## config.mk

```make
export PLATFORM = sky130hd
export DESIGN_NAME = osc_status_i2c
export DESIGN_NICKNAME = d
export VERILOG_FILES = /design/src/core/osc_status_pkg.sv /design/src/core/osc_status_i2c.sv /design/src/core/pin_sync.sv
export SDC_FILE = /design/constraint.sdc
export NUM_CORES = 1
export LEC_CHECK = 0
export BUFFER_PORTS_ARGS = -buffer_cell sky130_fd_sc_hd__buf_4
export CORE_ASPECT_RATIO = 0.9
export CORE_UTILIZATION = 58
export DETAILED_ROUTE_END_ITERATION = 8
export PLACE_DENSITY_LB_ADDON = 0.25
export SYNTH_ARGS = -nofsm -noshare
export SYNTH_HDL_FRONTEND = slang
export SYNTH_SLANG_ARGS = --single-unit
```

## constraint.sdc

```tcl
create_clock -name mclk -period 2.67 [get_ports mclk]
set_input_delay 0.267 -clock mclk [delete_from_list [all_inputs] [get_ports mclk]]
set_output_delay 0.267 -clock mclk [all_outputs]
set_load 0.01 [all_outputs]
```

## src/core/osc_status_pkg.sv

```systemverilog
package osc_status_pkg;

    // Own bus address: fixed upper bits, low nibble from the option strap
    localparam logic [6:0] TARGET_ADDR_BASE = 7'h60;
    localparam int OPTION_LSB = 0;
    localparam int OPTION_W = 4;

    // Status register numbers
    localparam logic [7:0] REG_UPTIME = 8'hA0;
    localparam logic [7:0] REG_RESONATOR_TEMP = 8'hA1;
    localparam logic [7:0] REG_SUPPLY_VOLTS = 8'hA3;
    localparam logic [7:0] REG_HEATER_POWER_NOW = 8'hA7;
    localparam logic [7:0] REG_COMBINED_OFFSET = 8'hAB;
    localparam logic [7:0] REG_FAULT_INDICATOR = 8'hAE;
    localparam logic [7:0] REG_OVEN_SETTLED = 8'hAF;
    localparam logic [7:0] REG_THERMAL_LOOP_ERROR = 8'hB0;
    localparam logic [7:0] REG_HEATER_POWER_GOAL = 8'hB1;

    // Register numbers sharing these upper bits form one group
    localparam int GROUP_LSB = 5;

    // Fault-clear sequence: register number, then two data bytes
    localparam logic [7:0] CLEAR_REG = 8'hE1;
    localparam logic [7:0] CLEAR_BYTE0 = 8'h64;
    localparam logic [7:0] CLEAR_BYTE1 = 8'h01;

    // Reset and normal values
    localparam logic [31:0] FAULT_NORMAL = 32'h0000_0007;
    localparam logic [31:0] STATUS_RESET = 32'h0000_0000;

    // Index of the last byte of a status register
    localparam logic [1:0] LAST_BYTE = 2'h3;

    // Timing
    localparam int MCLK_HZ = 250_000_000;
    localparam int REFRESH_HZ = 1000;
    localparam int REFRESH_CYCLES = MCLK_HZ / REFRESH_HZ;
    localparam int TICKS_PER_SECOND = REFRESH_HZ;
    localparam int MCLK_PERIOD_NS = 4;
    localparam int STRETCH_NS = 40;
    localparam int STRETCH_CYCLES = (STRETCH_NS + MCLK_PERIOD_NS - 1) / MCLK_PERIOD_NS;
    localparam int MAX_SCL_HZ = 400_000;

    // Single precision float layout
    typedef struct packed {
        logic sign;
        logic [7:0] exponent;
        logic [22:0] fraction;
    } float_s;

    // Live values from the oven control logic
    typedef struct packed {
        float_s resonator_temp;
        float_s supply_volts;
        float_s heater_power_now;
        float_s combined_offset;
        logic oven_settled;
        float_s thermal_loop_error;
        float_s heater_power_goal;
    } status_live_s;

endpackage

```

## src/core/osc_status_i2c.sv

```systemverilog
`timescale 1ns/1ps
// Operation
// - Status registers read-only; snapshot refreshed at 1 kHz.
// - Combined-offset register reports pull value plus applied aging compensation.
// - Oven-settled register reads 1 when oven is stable and controlling.
// - Thermal-loop error register reports loop deviation in degrees Celsius.
// - Heater power goal register reports target heater power in watts.
// - Fault register reads 7 in normal operation, other values mean error.
// - Fault value stays sticky until the clear sequence.
// - Target only, up to 400 kHz, may stretch SCL low.
// - SDA changes only while SCL low, stable while high.
// - Repeated START begins a new transfer.
// - Bytes are 8 bits, multi-byte values least significant byte first.
// - Receiver pulls SDA low on ninth clock to acknowledge.
// - Not-acknowledge only on address mismatch; acknowledge everything else.
// - Seven-bit address then direction bit, 1 read, 0 write.
// - Register numbers are 8 bits, 0x00 to 0xFF.
// - Register number auto-increments on reads only, inside one group.
// - Own address is 0x60 with low four bits from the option.
// - Float registers use sign, 8-bit exponent, 23-bit fraction layout.
module osc_status_i2c
    import osc_status_pkg::*;
#(
    parameter int REFRESH_DIV = REFRESH_CYCLES
) (
    // Clock and reset
    input wire logic mclk,
    input wire logic resetn,
    // Address option strap
    input wire logic [OPTION_W-1:0] addr_option,
    // Live status from the oven logic
    input wire status_live_s status_live,
    input wire logic [31:0] fault_code,
    // I2C clock pin, open drain
    input wire logic scl_i,
    output logic scl_o,
    output logic scl_oe_n,
    // I2C data pin, open drain
    input wire logic sda_i,
    output logic sda_o,
    output logic sda_oe_n,
    // Status towards the rest of the device
    output logic refresh_tick,
    output logic fault_clear
);

    typedef enum logic [2:0] {
        ST_IDLE,
        ST_ADDR,
        ST_ADDR_ACK,
        ST_RECV,
        ST_RECV_ACK,
        ST_SEND,
        ST_SEND_ACK,
        ST_IGNORE
    } bus_state_e;

    bus_state_e state_reg;
    logic [1:0] pins_s;
    logic scl_s, sda_s, scl_q, sda_q;
    logic scl_rise, scl_fall, start_seen, stop_seen;
    logic [6:0] own_addr_reg;
    logic [31:0] div_reg;
    logic [9:0] tick_count_reg;
    logic [31:0] uptime_reg;
    status_live_s snap_reg;
    logic [31:0] fault_reg;
    logic [7:0] shift_reg;
    logic [3:0] bit_cnt_reg;
    logic read_reg;
    logic [7:0] reg_num_reg;
    logic [7:0] reg_num_next;
    logic [1:0] byte_idx_reg;
    logic [1:0] wr_count_reg;
    logic clear_armed_reg;
    logic [31:0] word_mux;
    logic [31:0] word_reg;
    logic [7:0] tx_reg;
    logic [7:0] stretch_reg;
    logic addr_match;

    // Pin inputs through two flip-flops
    pin_sync #(.W(2)) u_pin_sync (
        .mclk(mclk),
        .resetn(resetn),
        .async_in({scl_i, sda_i}),
        .sync_out(pins_s)
    );

    assign scl_s = pins_s[1];
    assign sda_s = pins_s[0];

    // Previous synchronised levels for edge detection
    always_ff @(posedge mclk or negedge resetn) begin
        if (!resetn) begin
            scl_q <= 1'b1;
            sda_q <= 1'b1;
        end else begin
            scl_q <= scl_s;
            sda_q <= sda_s;
        end
    end

    // Bus events
    assign scl_rise = scl_s & ~scl_q;
    assign scl_fall = ~scl_s & scl_q;
    assign start_seen = scl_s & scl_q & sda_q & ~sda_s;
    assign stop_seen = scl_s & scl_q & ~sda_q & sda_s;

    // Own address follows the strap whenever the bus is idle
    always_ff @(posedge mclk or negedge resetn) begin
        if (!resetn) begin
            own_addr_reg <= TARGET_ADDR_BASE;
        end else if (state_reg == ST_IDLE) begin
            own_addr_reg <= TARGET_ADDR_BASE | {3'h0, addr_option};
        end
    end

    assign addr_match = (shift_reg[7:1] == own_addr_reg);

    // 1 kHz refresh divider
    always_ff @(posedge mclk or negedge resetn) begin
        if (!resetn) begin
            div_reg <= 32'h0000_0000;
            refresh_tick <= 1'b0;
        end else if (div_reg == 32'(REFRESH_DIV - 1)) begin
            div_reg <= 32'h0000_0000;
            refresh_tick <= 1'b1;
        end else begin
            div_reg <= div_reg + 32'h0000_0001;
            refresh_tick <= 1'b0;
        end
    end

    // Seconds since power-up, counted in refresh ticks
    always_ff @(posedge mclk or negedge resetn) begin
        if (!resetn) begin
            tick_count_reg <= 10'h000;
            uptime_reg <= STATUS_RESET;
        end else if (refresh_tick) begin
            if (tick_count_reg == 10'(TICKS_PER_SECOND - 1)) begin
                tick_count_reg <= 10'h000;
                uptime_reg <= uptime_reg + 32'h0000_0001;
            end else begin
                tick_count_reg <= tick_count_reg + 10'h001;
            end
        end
    end

    // Status snapshot taken once per refresh tick
    always_ff @(posedge mclk or negedge resetn) begin
        if (!resetn) begin
            snap_reg <= '0;
        end else if (refresh_tick) begin
            snap_reg <= status_live;
        end
    end

    // Sticky fault value; a new fault wins over a clear in the same cycle
    always_ff @(posedge mclk or negedge resetn) begin
        if (!resetn) begin
            fault_reg <= FAULT_NORMAL;
        end else if (refresh_tick && fault_code != FAULT_NORMAL
                     && (fault_reg == FAULT_NORMAL || fault_clear)) begin
            fault_reg <= fault_code;
        end else if (fault_clear) begin
            fault_reg <= FAULT_NORMAL;
        end
    end

    // Read data select; reserved numbers read zero
    always_comb begin
        word_mux = STATUS_RESET;
        case (reg_num_reg)
            REG_UPTIME: word_mux = uptime_reg;
            REG_RESONATOR_TEMP: word_mux = snap_reg.resonator_temp;
            REG_SUPPLY_VOLTS: word_mux = snap_reg.supply_volts;
            REG_HEATER_POWER_NOW: word_mux = snap_reg.heater_power_now;
            REG_COMBINED_OFFSET: word_mux = snap_reg.combined_offset;
            REG_FAULT_INDICATOR: word_mux = fault_reg;
            REG_OVEN_SETTLED: word_mux = {31'h0, snap_reg.oven_settled};
            REG_THERMAL_LOOP_ERROR: word_mux = snap_reg.thermal_loop_error;
            REG_HEATER_POWER_GOAL: word_mux = snap_reg.heater_power_goal;
            default: word_mux = STATUS_RESET;
        endcase
    end

    // Next register number, held at the end of its group
    always_comb begin
        reg_num_next = reg_num_reg + 8'h01;
        if (reg_num_next[7:GROUP_LSB] != reg_num_reg[7:GROUP_LSB]) begin
            reg_num_next = reg_num_reg;
        end
    end

    // Bus protocol state machine
    always_ff @(posedge mclk or negedge resetn) begin
        if (!resetn) begin
            state_reg <= ST_IDLE;
            shift_reg <= 8'h00;
            bit_cnt_reg <= 4'h0;
            read_reg <= 1'b0;
        end else if (start_seen) begin
            state_reg <= ST_ADDR;
            bit_cnt_reg <= 4'h0;
        end else if (stop_seen) begin
            state_reg <= ST_IDLE;
        end else begin
            case (state_reg)
                ST_ADDR, ST_RECV: begin
                    if (scl_rise) begin
                        shift_reg <= {shift_reg[6:0], sda_s};
                        bit_cnt_reg <= bit_cnt_reg + 4'h1;
                    end else if (scl_fall && bit_cnt_reg == 4'h8) begin
                        bit_cnt_reg <= 4'h0;
                        if (state_reg == ST_RECV) begin
                            state_reg <= ST_RECV_ACK;
                        end else if (addr_match) begin
                            state_reg <= ST_ADDR_ACK;
                            read_reg <= shift_reg[0];
                        end else begin
                            state_reg <= ST_IGNORE;
                        end
                    end
                end
                ST_ADDR_ACK, ST_RECV_ACK: begin
                    if (scl_fall) begin
                        state_reg <= read_reg ? ST_SEND : ST_RECV;
                    end
                end
                ST_SEND: begin
                    // SDA still held low late in the stretch means a STOP is coming
                    if (stretch_reg == 8'h02 && !sda_s) begin
                        state_reg <= ST_IGNORE;
                    end else if (scl_rise) begin
                        bit_cnt_reg <= bit_cnt_reg + 4'h1;
                    end else if (scl_fall && bit_cnt_reg == 4'h8) begin
                        bit_cnt_reg <= 4'h0;
                        state_reg <= ST_SEND_ACK;
                    end
                end
                ST_SEND_ACK: begin
                    if (scl_rise) begin
                        shift_reg <= {shift_reg[6:0], sda_s};
                    end else if (scl_fall) begin
                        state_reg <= shift_reg[0] ? ST_IGNORE : ST_SEND;
                    end
                end
                ST_IGNORE, ST_IDLE: begin
                    state_reg <= state_reg;
                end
                default: state_reg <= ST_IDLE;
            endcase
        end
    end

    // Register number, byte index and write byte counting
    always_ff @(posedge mclk or negedge resetn) begin
        if (!resetn) begin
            reg_num_reg <= 8'h00;
            byte_idx_reg <= 2'h0;
            wr_count_reg <= 2'h0;
        end else if (start_seen) begin
            byte_idx_reg <= 2'h0;
            wr_count_reg <= 2'h0;
        end else if (state_reg == ST_RECV && scl_fall && bit_cnt_reg == 4'h8) begin
            if (wr_count_reg == 2'h0) begin
                reg_num_reg <= shift_reg;
            end
            if (wr_count_reg != 2'h3) begin
                wr_count_reg <= wr_count_reg + 2'h1;
            end
        end else if (state_reg == ST_SEND_ACK && scl_fall && !shift_reg[0]) begin
            byte_idx_reg <= byte_idx_reg + 2'h1;
            if (byte_idx_reg == LAST_BYTE) begin
                reg_num_reg <= reg_num_next;
            end
        end
    end

    // Clear sequence: number, two bytes, then STOP; extra bytes disarm it
    always_ff @(posedge mclk or negedge resetn) begin
        if (!resetn) begin
            clear_armed_reg <= 1'b0;
            fault_clear <= 1'b0;
        end else begin
            fault_clear <= stop_seen && clear_armed_reg;
            if (start_seen || stop_seen) begin
                clear_armed_reg <= 1'b0;
            end else if (state_reg == ST_RECV && scl_fall && bit_cnt_reg == 4'h8) begin
                clear_armed_reg <= (wr_count_reg == 2'h2) && (reg_num_reg == CLEAR_REG)
                                   && (shift_reg == CLEAR_BYTE1) && clear_armed_reg;
                if (wr_count_reg == 2'h1) begin
                    clear_armed_reg <= (reg_num_reg == CLEAR_REG) && (shift_reg == CLEAR_BYTE0);
                end
            end
        end
    end

    // Word latched at byte 0 so one value never tears across its bytes
    always_ff @(posedge mclk or negedge resetn) begin
        if (!resetn) begin
            word_reg <= STATUS_RESET;
        end else if (stretch_reg == 8'h03 && byte_idx_reg == 2'h0) begin
            word_reg <= word_mux;
        end
    end

    // Clock stretch while the next read byte is prepared
    always_ff @(posedge mclk or negedge resetn) begin
        if (!resetn) begin
            stretch_reg <= 8'h00;
        end else if (scl_fall && read_reg
                     && (state_reg == ST_ADDR_ACK || state_reg == ST_SEND_ACK)) begin
            stretch_reg <= 8'(STRETCH_CYCLES);
        end else if (stretch_reg != 8'h00) begin
            stretch_reg <= stretch_reg - 8'h01;
        end
    end

    // Transmit shift register, least significant byte of the word first
    always_ff @(posedge mclk or negedge resetn) begin
        if (!resetn) begin
            tx_reg <= 8'hFF;
        end else if (stretch_reg == 8'h02) begin
            tx_reg <= word_reg[8*byte_idx_reg +: 8];
        end else if (state_reg == ST_SEND && scl_fall) begin
            tx_reg <= {tx_reg[6:0], 1'b1};
        end
    end

    // Open-drain pin drivers; enable low pulls the line low
    always_ff @(posedge mclk or negedge resetn) begin
        if (!resetn) begin
            scl_o <= 1'b0;
            sda_o <= 1'b0;
            scl_oe_n <= 1'b1;
            sda_oe_n <= 1'b1;
        end else begin
            scl_o <= 1'b0;
            sda_o <= 1'b0;
            scl_oe_n <= (stretch_reg == 8'h00);
            case (state_reg)
                ST_ADDR_ACK, ST_RECV_ACK: sda_oe_n <= 1'b0;
                ST_SEND: sda_oe_n <= (stretch_reg > 8'h01) | tx_reg[7]; // Bit settles before SCL
                default: sda_oe_n <= 1'b1;
            endcase
        end
    end

endmodule // osc_status_i2c

```

## src/core/pin_sync.sv

```systemverilog
`timescale 1ns/1ps
// Two-stage synchroniser for asynchronous inputs
module pin_sync #(
    parameter int W = 1
) (
    // Clock and reset
    input wire logic mclk,
    input wire logic resetn,
    // Data
    input wire logic [W-1:0] async_in,
    output logic [W-1:0] sync_out
);

    logic [W-1:0] meta_reg;

    // First stage feeds only the second
    always_ff @(posedge mclk or negedge resetn) begin
        if (!resetn) begin
            meta_reg <= '1;
            sync_out <= '1;
        end else begin
            meta_reg <= async_in;
            sync_out <= meta_reg;
        end
    end

endmodule // pin_sync

```

==> metrics <==
status=completed; final sum of negative setup slack=0 ns; Worst Hold Launch=fault_code[0]; Storage cell area=0.009788 mm^2; Worst-Skew Late Latency=0.56 ns; beginning of the worst register-to-register path=reg_num_reg[0]$_DFFE_PN0P_; CP peak stage delay=0.44 ns; Switch Pwr=3106 uW; number of synthesized flops with an enable pin=0; crit path cell chain=inv_1 -> ha_1 -> nor3b_4 -> buf_4 -> buf_4 -> a222oi_1 -> o21ai_0 -> a221o_1 -> a22o_1; Leakage Power=0.01142 uW; type of origin of the critical path=flip-flop; largest cells by area after synthesis=sky130_fd_sc_hd__dfrtp_1 51%, sky130_fd_sc_hd__mux2_2 13%, sky130_fd_sc_hd__mux2i_1 2.9%; synthesis-stage register bit count=390; share of synthesized registers carrying an async set or reset=100.0%; slew at the pin closest to its max-slew limit=0.6679 ns; min cycle time layout=2.474 ns; Area Growth Syn to Fin=33.29%; level count of the clock H-tree=2; max capacitance violation total=0; fraction of power consumed by the clock network=44.5%; setup repair after global routing missed its margin=no; first-pass iteration count of the detailed router=7; multi-input combinational cell area=0.008082 mm^2; sequential share of the synthesized area=53.26%; number of warnings issued by yosys=0; count of input and output buffers=236; area after detailed placement=0.02080 mm^2; Core ar.=0.03099 mm^2; CTS root buf=sky130_fd_sc_hd__clkbuf_16; DIE HEIGHT=170.8 um; mean number of vias per cell=6.245; die boundary width=189.6 um; HPWL Detailed=38.67 mm; filler cell count in the final layout=1826; number of top-level pins=239; via count of the first global-routing pass=15980; worst-path fanout max=8; buffer and inverter count on the worst path=3; relative max-transition margin=55.47%; final hold violation count=0; combinational cell fraction of total power=7.9%; cell family contributing the most delay on the critical path=compound AO/OA/AOI/OAI gates; maximum number of pins on one net before global-route repair=72; CTS tree=built; post-route DRC violation count=0; Reg2Reg Setup Slack=0.20 ns; sinks on the clock net=390; end point of the worst hold path=fault_reg[0]$_DFFE_PN1P_; overflow left after global routing=0; antenna-violating nets left=0; list of most frequent post-synthesis cells=371 x sky130_fd_sc_hd__dfrtp_1, 208 x sky130_fd_sc_hd__mux2_2, 86 x sky130_fd_sc_hd__nand2_1; Finished Cell Area=0.02449 mm^2; number of buffers between clock root and the deepest sink=3; number of nets at the end of the flow=2273; overall track demand over capacity in global routing=37.90%; Synth top area share=50.54%; Sequential Power Share=47.6%; number of instances resized during post-cts repair=0; routed via count=15370; number of DRC violations after detailed-routing iteration 0=1517; Fin Clk Skew=0.02483 ns; Switching Fraction=23.70%; number of antenna violations at the first check in global routing=3; Reg clk slew, reported paths=0.06 ns; most used cell, CP=sky130_fd_sc_hd__buf_4; global-route wire length before repair=92.13 mm; Total Die Area=0.03239 mm^2; data arrival time of the critical path=2.92 ns; IR Drop Worst-Case VDD=0.4881 mV; share of the cycle needed by the critical path after routing=92.65%; detailed-route wire length per cell=24.39 um; Mapped Area=0.01837 mm^2; synth unique cells=81; Levels on crit path=9; commonest register cell after synthesis=sky130_fd_sc_hd__dfrtp_1; Crit Reg-Reg Endpoint=word_reg[1]$_DFFE_PN0P_; Initial Utilization=59.28%; Post-Route Hold Slack=0.07364 ns; Reg2Reg Depth=9; Fmax achieved=404.2 MHz; critical path start-end classification=reg2reg; library cell with the largest summed area after synthesis=sky130_fd_sc_hd__dfrtp_1; CTS Buf Count=40; number of max-slew violations in the final report=0; count of endpoints failing setup in the final report=0; origin of the worst setup path=reg_num_reg[0]$_DFFE_PN0P_; total power density per cell area=535.1 mW/mm^2; data required time at the worst endpoint=3.12 ns; row count=61; class of the tightest hold or removal check=in2reg; library cell with the highest instance count after synthesis=sky130_fd_sc_hd__dfrtp_1; Int Pwr=9997 uW; Min-Delay Path Depth=3; average footprint of a synthesized cell=11.90 um^2; Total Wirelength=60.06 mm; fraction of layout instances using a drive strength above 1=30.31%; CP max-delay cell=sky130_fd_sc_hd__dfrtp_1; number of flip-flops in the largest register=193; count of mapped cells out of synthesis=1544; routability-driven placement congestion ratio=0.9644; element type at the critical path end=flip-flop
-- layout make-up --
class | instances | area share, %
multi-input combinational | 1032 | 33.00
antenna | 1 | 0.01022
sequential | 390 | 39.97
timing repair buffer | 523 | 18.83
tap | 409 | 2.090
clock inverter | 19 | 0.7614
clock buffer | 55 | 4.819
inverter | 33 | 0.5059
-- worst max-delay path by stage --
stage,end
3_5_place_dp,word_reg[12]$_DFFE_PN0P_
3_3_place_gp,word_reg[9]$_DFFE_PN0P_
6_report,word_reg[1]$_DFFE_PN0P_
5_1_grt,word_reg[1]$_DFFE_PN0P_
2_1_floorplan,word_reg[13]$_DFFE_PN0P_
4_1_cts,word_reg[9]$_DFFE_PN0P_
-- per-stage QoR --
stage / utilization (%) / power [uW] / worst slack [ns] / instances
floorplan: - / 6522 / 0.6698 / 1545
global placement: 67.12 / 7040 / 0.3524 / 2155
detailed placement: 67.12 / 7064 / 0.2328 / 2155
CTS: 78.99 / 13030 / 0.1661 / 2460
global route: 79.02 / 13410 / 0.1063 / 2462
finish: 79.02 / 13100 / 0.1961 / 2462
-- worst reg2reg max path: stages, from the launching register on --
cell	delay, ns
sky130_fd_sc_hd__dfrtp_1	0.44
sky130_fd_sc_hd__inv_1	0.12
sky130_fd_sc_hd__ha_1	0.29
sky130_fd_sc_hd__nor3b_4	0.20
sky130_fd_sc_hd__buf_4	0.20
sky130_fd_sc_hd__buf_4	0.16
sky130_fd_sc_hd__a222oi_1	0.35
sky130_fd_sc_hd__o21ai_0	0.16
sky130_fd_sc_hd__a221o_1	0.28
sky130_fd_sc_hd__a22o_1	0.19
-- logic make-up after synthesis --
logic type	count (synthesis)	share of synthesized area, %
AOI/OAI and AO/OA	283	11.01
xor gates and xnor gates	77	3.671
adders and majority gates	20	1.362
buffers and inverters	123	2.840
DFF	390	53.26
muxes	270	16.67
other	1	0.02041
and+or+nand+nor	380	11.17
-- power groups by stage --
stage	combinational [uW]	clock [uW]	sequential, uW
finish	1030	5830	6240
global route	1110	6050	6240
CTS	1010	5790	6230
detailed placement	730	0	6330
global placement	711	0	6330
floorplan	272	0	6250
-- per-layer routing --
| layer | GRT usage, % | vias up | part of all wire [%] |
|---|---|---|---|
| met5 | 0 | - | 0.018 |
| met2 | 59.85 | 903 | 46 |
| met4 | 19.53 | 2 | 5.4 |
| met1 | 48.41 | 7623 | 39 |
| met3 | 9.887 | 213 | 9.5 |
| li1 | - | 6633 | - |
-- cell usage in the layout (no fill, tap or decap), types with 9 or more instances in the layout --
cell,n
sky130_fd_sc_hd__dfrtp_1,369
sky130_fd_sc_hd__buf_4,283
sky130_fd_sc_hd__dlygate4sd3_1,231
sky130_fd_sc_hd__mux2_2,208
sky130_fd_sc_hd__nand2_1,86
sky130_fd_sc_hd__nor2_1,74
sky130_fd_sc_hd__a21oi_1,62
sky130_fd_sc_hd__a22o_1,55
sky130_fd_sc_hd__o21ai_0,54
sky130_fd_sc_hd__mux2i_1,54
sky130_fd_sc_hd__nand3_1,42
sky130_fd_sc_hd__clkbuf_16,42
sky130_fd_sc_hd__xnor2_1,39
sky130_fd_sc_hd__xor2_1,38
sky130_fd_sc_hd__inv_1,33
sky130_fd_sc_hd__nand4_1,31
sky130_fd_sc_hd__nor3_1,26
sky130_fd_sc_hd__nor4_1,22
sky130_fd_sc_hd__a22oi_1,20
sky130_fd_sc_hd__ha_1,20
sky130_fd_sc_hd__dfstp_2,19
sky130_fd_sc_hd__and3_1,18
sky130_fd_sc_hd__and4_1,12
sky130_fd_sc_hd__a221oi_1,12
sky130_fd_sc_hd__o2bb2ai_1,12
sky130_fd_sc_hd__nor2b_1,9
sky130_fd_sc_hd__clkinv_2,9
-- timing repair --
| item | 4_1_cts | 5_1_grt |
|---|---|---|
| hold buffers | 231 | 0 |
| setup buffers | 0 | 1 |
| endpoints found under the setup margin | 0 | 5 |
| endpoints found under the hold margin | 292 | 0 |
(Power assumes the default switching activity.)
